$ cat src/rtl/nfc_pkg.sv
// Package of constants and carrier types for the NOR flash bus controller.
package nfc_pkg;

  // ************************************************************
  // Widths and map
  // ************************************************************
  localparam int ADDR_W = 26;
  localparam int DATA_W = 16;
  localparam int PAGE_WORDS = 16;
  localparam int PAGE_BITS = 4;
  localparam int BLOCK_WORDS = 65536;
  localparam logic [25:0] TOP_WORD_ADDR = 26'h3ffffff;

  // ************************************************************
  // Timing in nanoseconds and derived cycle counts at 40 MHz
  // ************************************************************
  localparam int CLK_NS = 25;
  localparam int RANDOM_ACCESS_LATENCY_NS = 110;
  localparam int PAGE_ACCESS_LATENCY_NS = 20;
  localparam int READ_WAKE_DELAY_NS = 200;
  localparam int WRITE_WAKE_DELAY_NS = 200;
  localparam int RESET_LOW_NS = 500;
  localparam int WRITE_PULSE_NS = 50;
  localparam int SETUP_NS = 25;
  localparam int GLITCH_NS = 3;

  function automatic int ceil_cycles(input int ns);
    int c;
    c = (ns + CLK_NS - 1) / CLK_NS;
    return (c < 1) ? 1 : c;
  endfunction

  localparam int RANDOM_CYC = ceil_cycles(RANDOM_ACCESS_LATENCY_NS);
  localparam int PAGE_CYC = ceil_cycles(PAGE_ACCESS_LATENCY_NS);
  localparam int RWAKE_CYC = ceil_cycles(READ_WAKE_DELAY_NS);
  localparam int WWAKE_CYC = ceil_cycles(WRITE_WAKE_DELAY_NS);
  localparam int RSTLOW_CYC = ceil_cycles(RESET_LOW_NS);
  localparam int WPULSE_CYC = ceil_cycles(WRITE_PULSE_NS);
  localparam int SETUP_CYC = ceil_cycles(SETUP_NS);
  localparam logic [7:0] CNT_ZERO = 8'h00;

  // ************************************************************
  // Types
  // ************************************************************
  typedef enum logic [2:0]
  {
    ST_RESET = 3'b000,
    ST_WAKE = 3'b001,
    ST_IDLE = 3'b010,
    ST_READ = 3'b011,
    ST_WSETUP = 3'b100,
    ST_WPULSE = 3'b101,
    ST_WHOLD = 3'b110
  } nfc_state_type;

  typedef struct packed
  {
    logic [25:0] addr;
    logic [15:0] wdata;
    logic write;
    logic byteMode;
  } nfc_req_type;

  typedef struct packed
  {
    logic chipSelN;
    logic outGateN;
    logic writeStrobeN;
    logic hardResetN;
    logic byteWideN;
    logic writeProtN;
  } nfc_ctl_type;

endpackage : nfc_pkg

$ cat src/rtl/nfc_host_ctrl.sv
// Host-side controller that drives an asynchronous parallel NOR flash.
`timescale 1ns/100ps
`default_nettype none
// How it works
// - Read drives select and gate low, strobe high, reset high; device returns data.
// - Write drives select low, gate high, strobe low, reset high.
// - Host keeps output gate high through the whole write cycle.
// - After reset rises host waits read or write wake delay.
// - Select toggled between reads forces full random access latency.
module nfc_host_ctrl
  import nfc_pkg::*;
(
  input wire logic clk,
  input wire logic rst,
  input wire nfc_req_type req,
  input wire logic reqValid,
  input wire logic resetReq,
  input wire logic writeProtReq,
  output logic reqReady,
  output logic [15:0] rdData,
  output logic rdValid,
  output nfc_ctl_type ctl,
  output logic [25:0] addrOut,
  output logic [15:0] dqOut,
  output logic [15:0] dqOe,
  input wire logic [15:0] dqIn
);

  nfc_state_type state_q;
  logic load;
  logic [7:0] loadValue;
  logic done;
  logic pageValid_q;
  logic [25:0] pageBase_q;
  logic curByte_q;
  logic readWake_q;
  logic [15:0] dqSync1_q;
  logic [15:0] dqSync2_q;
  logic [15:0] dqSync3_q;
  logic samePage;

  nfc_delay_counter timer
  (
    .clk(clk),
    .rst(rst),
    .load(load),
    .loadValue(loadValue),
    .done(done)
  );

  // ************************************************************
  // Data input synchroniser
  // ************************************************************
  // Three stages; data is sampled only after the access latency so the
  // agreeing second and third stages carry a stable word.
  always_ff @(posedge clk or posedge rst)
  begin
    if (rst)
    begin
      dqSync1_q <= 16'h0000;
      dqSync2_q <= 16'h0000;
      dqSync3_q <= 16'h0000;
    end
    else
    begin
      dqSync1_q <= dqIn;
      dqSync2_q <= dqSync1_q;
      dqSync3_q <= dqSync2_q;
    end
  end

  // A page hit needs the same page, same width, and select kept low.
  assign samePage = pageValid_q && (req.byteMode == curByte_q) &&
    (req.addr[25:PAGE_BITS + 1] == pageBase_q[25:PAGE_BITS + 1]) &&
    (curByte_q || (req.addr[PAGE_BITS] == pageBase_q[PAGE_BITS]));

  // ************************************************************
  // Timer load control
  // ************************************************************
  always_comb
  begin
    load = 1'b0;
    loadValue = CNT_ZERO;
    case (state_q)
      ST_RESET:
      begin
        if (done && !resetReq)
        begin
          load = 1'b1;
          loadValue = 8'(WWAKE_CYC > RWAKE_CYC ? WWAKE_CYC : RWAKE_CYC);
        end
      end
      ST_IDLE:
      begin
        if (resetReq)
        begin
          load = 1'b1;
          loadValue = 8'(RSTLOW_CYC);
        end
        else if (reqValid && req.write)
        begin
          load = 1'b1;
          loadValue = 8'(SETUP_CYC);
        end
        else if (reqValid)
        begin
          load = 1'b1;
          // Extra three cycles cover the input synchroniser depth.
          loadValue = 8'((samePage ? PAGE_CYC : RANDOM_CYC) + 3);
        end
      end
      ST_WSETUP:
      begin
        if (done)
        begin
          load = 1'b1;
          loadValue = 8'(WPULSE_CYC);
        end
      end
      ST_WPULSE:
      begin
        if (done)
        begin
          load = 1'b1;
          loadValue = 8'(SETUP_CYC);
        end
      end
      default:
      begin
        load = 1'b0;
      end
    endcase
  end

  // ************************************************************
  // Bus sequencer
  // ************************************************************
  // Every strobe phase is at least one 25 ns cycle, far above the glitch
  // filter window, so no legitimate edge is discarded.
  always_ff @(posedge clk or posedge rst)
  begin
    if (rst)
      state_q <= ST_RESET;
    else
    begin
      case (state_q)
        ST_RESET:
          if (done && !resetReq)
            state_q <= ST_WAKE;
        ST_WAKE:
          if (done)
            state_q <= ST_IDLE;
        ST_IDLE:
          if (resetReq)
            state_q <= ST_RESET;
          else if (reqValid && req.write)
            state_q <= ST_WSETUP;
          else if (reqValid)
            state_q <= ST_READ;
        ST_READ:
          if (done)
            state_q <= ST_IDLE;
        ST_WSETUP:
          if (done)
            state_q <= ST_WPULSE;
        ST_WPULSE:
          if (done)
            state_q <= ST_WHOLD;
        ST_WHOLD:
          if (done)
            state_q <= ST_IDLE;
        default:
          state_q <= ST_RESET;
      endcase
    end
  end

  // ************************************************************
  // Pin drivers
  // ************************************************************
  // Select stays low across back-to-back reads so page hits are legal;
  // a write or reset ends the page.
  always_ff @(posedge clk or posedge rst)
  begin
    if (rst)
    begin
      ctl <= '{chipSelN: 1'b1, outGateN: 1'b1, writeStrobeN: 1'b1,
               hardResetN: 1'b0, byteWideN: 1'b1, writeProtN: 1'b0};
      addrOut <= 26'h0000000;
      dqOut <= 16'h0000;
      dqOe <= 16'h0000;
    end
    else
    begin
      ctl.writeProtN <= !writeProtReq;
      ctl.hardResetN <= !((state_q == ST_IDLE && resetReq) ||
        (state_q == ST_RESET && !(done && !resetReq)));
      if (state_q == ST_IDLE && reqValid && !resetReq)
      begin
        ctl.byteWideN <= !req.byteMode;
        addrOut <= req.addr;
        // In byte mode the top data pin carries the lowest address bit.
        dqOut <= req.byteMode ? {req.addr[0], 7'h00, req.wdata[7:0]}
                              : req.wdata;
        if (req.write)
        begin
          ctl.chipSelN <= 1'b0;
          ctl.outGateN <= 1'b1;
          dqOe <= req.byteMode ? 16'h80ff : 16'hffff;
        end
        else
        begin
          ctl.chipSelN <= 1'b0;
          ctl.outGateN <= 1'b0;
          // Release data lines before the device drives them.
          dqOe <= req.byteMode ? 16'h8000 : 16'h0000;
        end
      end
      else if (state_q == ST_WSETUP && done)
        ctl.writeStrobeN <= 1'b0;
      else if (state_q == ST_WPULSE && done)
        ctl.writeStrobeN <= 1'b1;
      else if (state_q == ST_WHOLD && done)
      begin
        // Deselecting is safe here: a started program or erase runs on.
        ctl.chipSelN <= 1'b1;
        dqOe <= 16'h0000;
      end
      else if (state_q == ST_READ && done)
        ctl.outGateN <= 1'b1;
      else if (resetReq || state_q == ST_RESET)
      begin
        ctl.chipSelN <= 1'b1;
        ctl.outGateN <= 1'b1;
        dqOe <= 16'h0000;
      end
    end
  end

  // ************************************************************
  // Page tracking and read return
  // ************************************************************
  always_ff @(posedge clk or posedge rst)
  begin
    if (rst)
    begin
      pageValid_q <= 1'b0;
      pageBase_q <= 26'h0000000;
      curByte_q <= 1'b0;
      rdData <= 16'h0000;
      rdValid <= 1'b0;
      reqReady <= 1'b0;
      readWake_q <= 1'b0;
    end
    else
    begin
      rdValid <= 1'b0;
      reqReady <= (state_q == ST_IDLE) && !reqValid && !resetReq;
      readWake_q <= (state_q == ST_WAKE);
      if (state_q == ST_IDLE && reqValid && !resetReq && !req.write)
      begin
        pageValid_q <= 1'b1;
        pageBase_q <= req.addr;
        curByte_q <= req.byteMode;
      end
      else if (state_q != ST_IDLE && state_q != ST_READ)
        pageValid_q <= 1'b0;
      if (state_q == ST_READ && done)
      begin
        rdValid <= 1'b1;
        rdData <= curByte_q ? {8'h00, dqSync3_q[7:0]} : dqSync3_q;
      end
    end
  end

  // ************************************************************
  // Checks
  // ************************************************************
  a_write_gate_high: assert property (@(posedge clk) disable iff (rst)
    !ctl.writeStrobeN |-> ctl.outGateN)
    else $error("Output gate low during write strobe.");
  a_read_levels: assert property (@(posedge clk) disable iff (rst)
    !ctl.outGateN |-> !ctl.chipSelN && ctl.writeStrobeN && ctl.hardResetN)
    else $error("Read pin levels wrong.");
  a_write_levels: assert property (@(posedge clk) disable iff (rst)
    !ctl.writeStrobeN |-> !ctl.chipSelN && ctl.hardResetN)
    else $error("Write pin levels wrong.");
  a_gate_releases_bus: assert property (@(posedge clk) disable iff (rst)
    !ctl.outGateN |-> (dqOe[14:0] == 15'h0000))
    else $error("Host drives data while output gate low.");
  a_strobe_width: assert property (@(posedge clk) disable iff (rst)
    $fell(ctl.writeStrobeN) |-> !ctl.writeStrobeN[*2])
    else $error("Write strobe pulse too short.");
  a_wake_wait: assert property (@(posedge clk) disable iff (rst)
    $rose(ctl.hardResetN) |-> ctl.chipSelN[*8])
    else $error("Access started before wake delay.");
  a_reset_deselect: assert property (@(posedge clk) disable iff (rst)
    !ctl.hardResetN && $past(!ctl.hardResetN) |-> ctl.chipSelN)
    else $error("Select low during reset.");
  a_data_held: assert property (@(posedge clk) disable iff (rst)
    $rose(ctl.writeStrobeN) |-> !ctl.chipSelN && dqOe[0])
    else $error("Data released before strobe rose.");
  a_read_return: assert property (@(posedge clk) disable iff (rst)
    $fell(ctl.outGateN) |-> ##[5:9] rdValid)
    else $error("Read data not returned in time.");
  c_read: cover property (@(posedge clk) disable iff (rst) rdValid);
  c_write: cover property (@(posedge clk) disable iff (rst)
    $rose(ctl.writeStrobeN));
  c_reset: cover property (@(posedge clk) disable iff (rst)
    $rose(ctl.hardResetN));

endmodule // nfc_host_ctrl
`default_nettype wire

$ cat src/rtl/nfc_delay_counter.sv
// Loadable down counter used for every bus timing interval.
`timescale 1ns/100ps
`default_nettype none
module nfc_delay_counter
  import nfc_pkg::*;
(
  input wire logic clk,
  input wire logic rst,
  input wire logic load,
  input wire logic [7:0] loadValue,
  output logic done
);

  logic [7:0] count_q;

  // ************************************************************
  // Counter
  // ************************************************************
  // Loading restarts the interval; done is high once it reaches zero.
  always_ff @(posedge clk or posedge rst)
  begin
    if (rst)
      count_q <= CNT_ZERO;
    else if (load)
      count_q <= loadValue;
    else if (count_q != CNT_ZERO)
      count_q <= count_q - 8'h01;
  end

  // Done looks at the count alone, so a caller may load on done without
  // closing a combinational loop through this counter.
  assign done = (count_q == CNT_ZERO);

endmodule // nfc_delay_counter
`default_nettype wire

$ cat config.mk
export PLATFORM = sky130hd
export DESIGN_NAME = nfc_host_ctrl
export DESIGN_NICKNAME = d
export VERILOG_FILES = /design/src/rtl/nfc_pkg.sv /design/src/rtl/nfc_host_ctrl.sv /design/src/rtl/nfc_delay_counter.sv
export SDC_FILE = /design/constraint.sdc
export NUM_CORES = 1
export LEC_CHECK = 0
export ABC_AREA = 1
export BUFFER_PORTS_ARGS = -buffer_cell sky130_fd_sc_hd__buf_2
export CAP_MARGIN = 20
export CORE_MARGIN = 10
export CORE_UTILIZATION = 55
export DETAILED_ROUTE_END_ITERATION = 10
export PLACE_DENSITY_LB_ADDON = 0.3
export SETUP_SLACK_MARGIN = 0.1
export SYNTH_ARGS = -nofsm -noshare
export SYNTH_HDL_FRONTEND = slang
export SYNTH_HIERARCHICAL = 1
export SYNTH_SLANG_ARGS = --single-unit
export TNS_END_PERCENT = 30
$ cat constraint.sdc
create_clock -name clk -period 7.05 [get_ports clk]
set_clock_uncertainty 0.15 [all_clocks]
set_input_delay 0.3525 -clock clk [delete_from_list [all_inputs] [get_ports clk]]
set_output_delay 0.3525 -clock clk [all_outputs]
set_load 0.01 [all_outputs]
==> results.json <==
{
  "postSynthRegisterBits": 152,
  "postRouteWirelength_mm": 15.7,
  "cts_tree": "built",
  "numPortBuffers": 146,
  "grt-ovfl-total": 0,
  "design.core.area_um2": 10900,
  "final.setup.worst_slack_ns": 4.31,
  "initial_core_util": 0.565,
  "cp_common_cell": "sky130_fd_sc_hd__inv_2",
  "critical_path.max_stage_delay_ns": 0.53,
  "post_route_cells_drive_above_1_share": 0.247,
  "tritoncts_num_sinks": 152,
  "chipHeight_um": 126,
  "post_cts_clock_slew_at_the_launch_and_capture_registers_of_the_worst_setup_and_hold_paths_ns": 0.06,
  "worst_ep_required_time_ns": 7.30,
  "kind_of_start_point_of_the_critical_path": "register",
  "boundaryPins": 147,
  "grt_pass1_wl_mm": 25.1,
  "setup_repair_after_global_routing_missed_its_margin": "no",
  "status": "completed",
  "syn2layout_area_growth_pct": 30.6,
  "final-setup-viol-count": 0,
  "fillerInstances": 727,
  "drt_iter0_drc": 339,
  "ir_drop_mv": 0.191,
  "placementRows": 38,
  "cts_buffers": 17,
  "resized_gates_after_cts": 0,
  "syn-mean-instance-area_um2": 9.44,
  "synth-adder-area-share": 0.00204,
  "cts_max_level": 4,
  "worstPathArrival_ns": 2.99,
  "crit_slowest_cell": "sky130_fd_sc_hd__nor2_8",
  "clock.fmax_ghz": 0.365,
  "gp_congestion": 0.851,
  "hold_path_class": "input port to register",
  "critical_path.n_buffers_inverters": 4,
  "routedWlPerCell_um": 15.6,
  "p_leak_uw": 0.00441,
  "routed-via-count": 5018,
  "final_net_count": 916,
  "via_per_inst": 5.01,
  "worstPathMaxFanout": 66,
  "setup.worst_path.class": "register to register",
  "hpwl_dp_mm": 10.3,
  "stdcell_area_um2": 8030,
  "gr-usage-all-layers": 0.193,
  "yosys-mux-area-fraction": 0,
  "remaining_drc_errors": 0,
  "detailed_place.area_um2": 6830,
  "timing.max_cap.violations": 0,
  "power_uw": 2960,
  "detail-route-antenna-nets": 0,
  "synth_compound_area_frac": 0.0692,
  "die_width_um": 126,
  "final_period_minus_worst_setup_slack_ns": 2.74,
  "dieArea_um2": 15800,
  "period_share": 0.388,
  "fin_tns_setup_ns": 0,
  "ys.warnings.count": 6,
  "total_power_divided_by_cell_area_nw_per_um2": 369,
  "clock_tree.buffer_depth": 2,
  "number_of_global_route_vias_before_repair": 5296,
  "post_synth_inst_count": 651,
  "synth-seq-area-share": 0.620,
  "combinational_family_with_the_most_area_after_synthesis": "simple AND/OR/NAND/NOR gates",
  "detailedPlace.worstSlack_ns": 4.40,
  "worst_slew_margin_rel": 0.372,
  "worst-r2r-setup-slack_ns": 4.31,
  "synthXorXnorAreaFrac": 0.00570,
  "num_antenna_cells": 0,
  "utilization": 0.737,
  "clock_tree.root_cell": "sky130_fd_sc_hd__clkbuf_8",
  "maxSlewViolCount": 0,
  "grt_max_degree": 79,
  "finalHoldViolations": 0,
  "clk_latency_ns": 0.52,
  "synth_area_um2": 6150,
  "worst_path_dominant_cell_family": "simple AND/OR/NAND/NOR gates",
  "path_cells": "inv_2 > nor2_4 > nand2_2 > inv_2 > nand2_4 > nor2_8 > inv_4 > nor2_8 > inv_2 > nand2_1 > o21ai_1",
  "antenna_violations_before_repair": 0,
  "dr.pass1.iters": 6,
  "tightest_slew_ns": 0.942,
  "setup.worst_path.end_class": "register",
  "yosysUniqueCellTypes": 31,
  "area_fraction_in_and_or_nand_and_nor_cells_after_synthesis": 0.222
}
synth_stat cells, drive strengths merged:
cell type / n / area share
dfrtp: 148 / 0.60
nand4: 2 / 0.0020
clkbuf: 3 / 0.0018
o21bai: 1 / 0.0012
o21ai: 63 / 0.060
o211ai: 1 / 0.0012
dfstp: 4 / 0.017
o31ai: 1 / 0.0012
inv: 66 / 0.041
nor3: 1 / 0.00081
xnor2: 2 / 0.0029
ha: 1 / 0.0020
nor2: 37 / 0.035
buf: 27 / 0.037
clkinv: 1 / 0.00061
a21oi: 5 / 0.0041
xor2: 2 / 0.0029
a31oi: 1 / 0.0010
nand2: 253 / 0.16
nand3: 31 / 0.025
conb: 1 / 0.00061
repair_timing:
| action | 4_1_cts | 5_1_grt |
|---|---|---|
| setup buffers | 0 | 0 |
| hold endpoints to repair | 155 | 0 |
| hold buffers | 61 | 0 |
cells in the final DEF, fill, tap and decap left out, drive strengths merged, types with 2 or more instances in the layout:
master / netlist / layout
inv: 66 / 67
conb: 1 / 3
nand4: 2 / 2
dfstp: 4 / 4
o21ai: 63 / 63
buf: 27 / 147
bufinv: 0 / 3
xnor2: 2 / 2
xor2: 2 / 2
nor2: 37 / 37
dlygate4sd3: 0 / 61
a21oi: 5 / 5
nand2: 253 / 253
clkbuf: 3 / 20
nand3: 31 / 31
clkinvlp: 0 / 3
clkinv: 1 / 5
dfrtp: 148 / 148
cell families after synthesis:
kind of cell / after synthesis
AND/OR/NAND/NOR: 324
flip-flops: 152
buffers and inverters: 97
AO/OA/AOI/OAI: 72
XOR/XNOR: 4
adder cells (fa/ha/maj): 1
other: 1
final cells by class:
cell class                      count  area [µm²]  share of cell area
Sequential cell                   152        3810               0.474
Multi-Input combinational cell    404        1850               0.231
Clock buffer                       20         435              0.0542
Tap cell                          140         175              0.0218
Inverter                           67         259              0.0323
Clock inverter                     11         149              0.0185
Timing Repair Buffer              208        1350               0.168
final timing paths:
kind,from,end,depth (start not counted)
setup reg to reg,state_q[1]$_DFFE_PP0P_,pageBase_q[8]$_DFFE_PP0P_,11
hold / removal,req[1],dqOe[15]$_DFFE_PP0P_,3
min in group asynchronous,rst,timer/count_q[0]$_DFFE_PP0P_,3
setup / recovery,state_q[1]$_DFFE_PP0P_,pageBase_q[8]$_DFFE_PP0P_,11
hold reg to reg,dqSync1_q[1]$_DFF_PP0_,dqSync2_q[1]$_DFF_PP0_,0
max in group asynchronous,rst,dqSync3_q[1]$_DFF_PP0_,4
metrics by stage:
stage               hold slack (ns)  std cells
floorplan                    0.0182        653
global placement              0.181        910
detailed placement            0.185        910
CTS                          0.0391       1002
global route                 0.0415       1002
finish                       0.0480       1002
tightest hold or removal path: cells and delay by family:
family / cells / cell delay [ns]
buffers and inverters: 1 / 0.16
AO/OA/AOI/OAI: 1 / 0.11
AND/OR/NAND/NOR: 1 / 0.06
flip-flops by register name, summed over array words and instances (netlist names), 6 cells and up:
register,count
addrOut,26
pageBase_q,22
dqOut,16
dqSync1_q,16
dqSync2_q,16
dqSync3_q,16
rdData,16
timer/count_q,8
ctl,6
power by group:
group | internal [µW] | switching [µW] | total, µW
clock network | 547 | 348 | 896
registers | 1110 | 143 | 1250
logic | 317 | 495 | 812
total | 1970 | 986 | 2960
metal layers:
layer | track usage | vias to the layer above | share of wire | wire, µm
li1 | - | 2393 | - | -
met1 | 0.208 | 2425 | 0.39 | 6050
met2 | 0.342 | 160 | 0.53 | 8330
met3 | 0.0579 | 40 | 0.054 | 846
met4 | 0.0874 | 0 | 0.027 | 423
met5 | 0 | - | 0 | 0
Note: power is estimated with default switching activity, not from simulation.
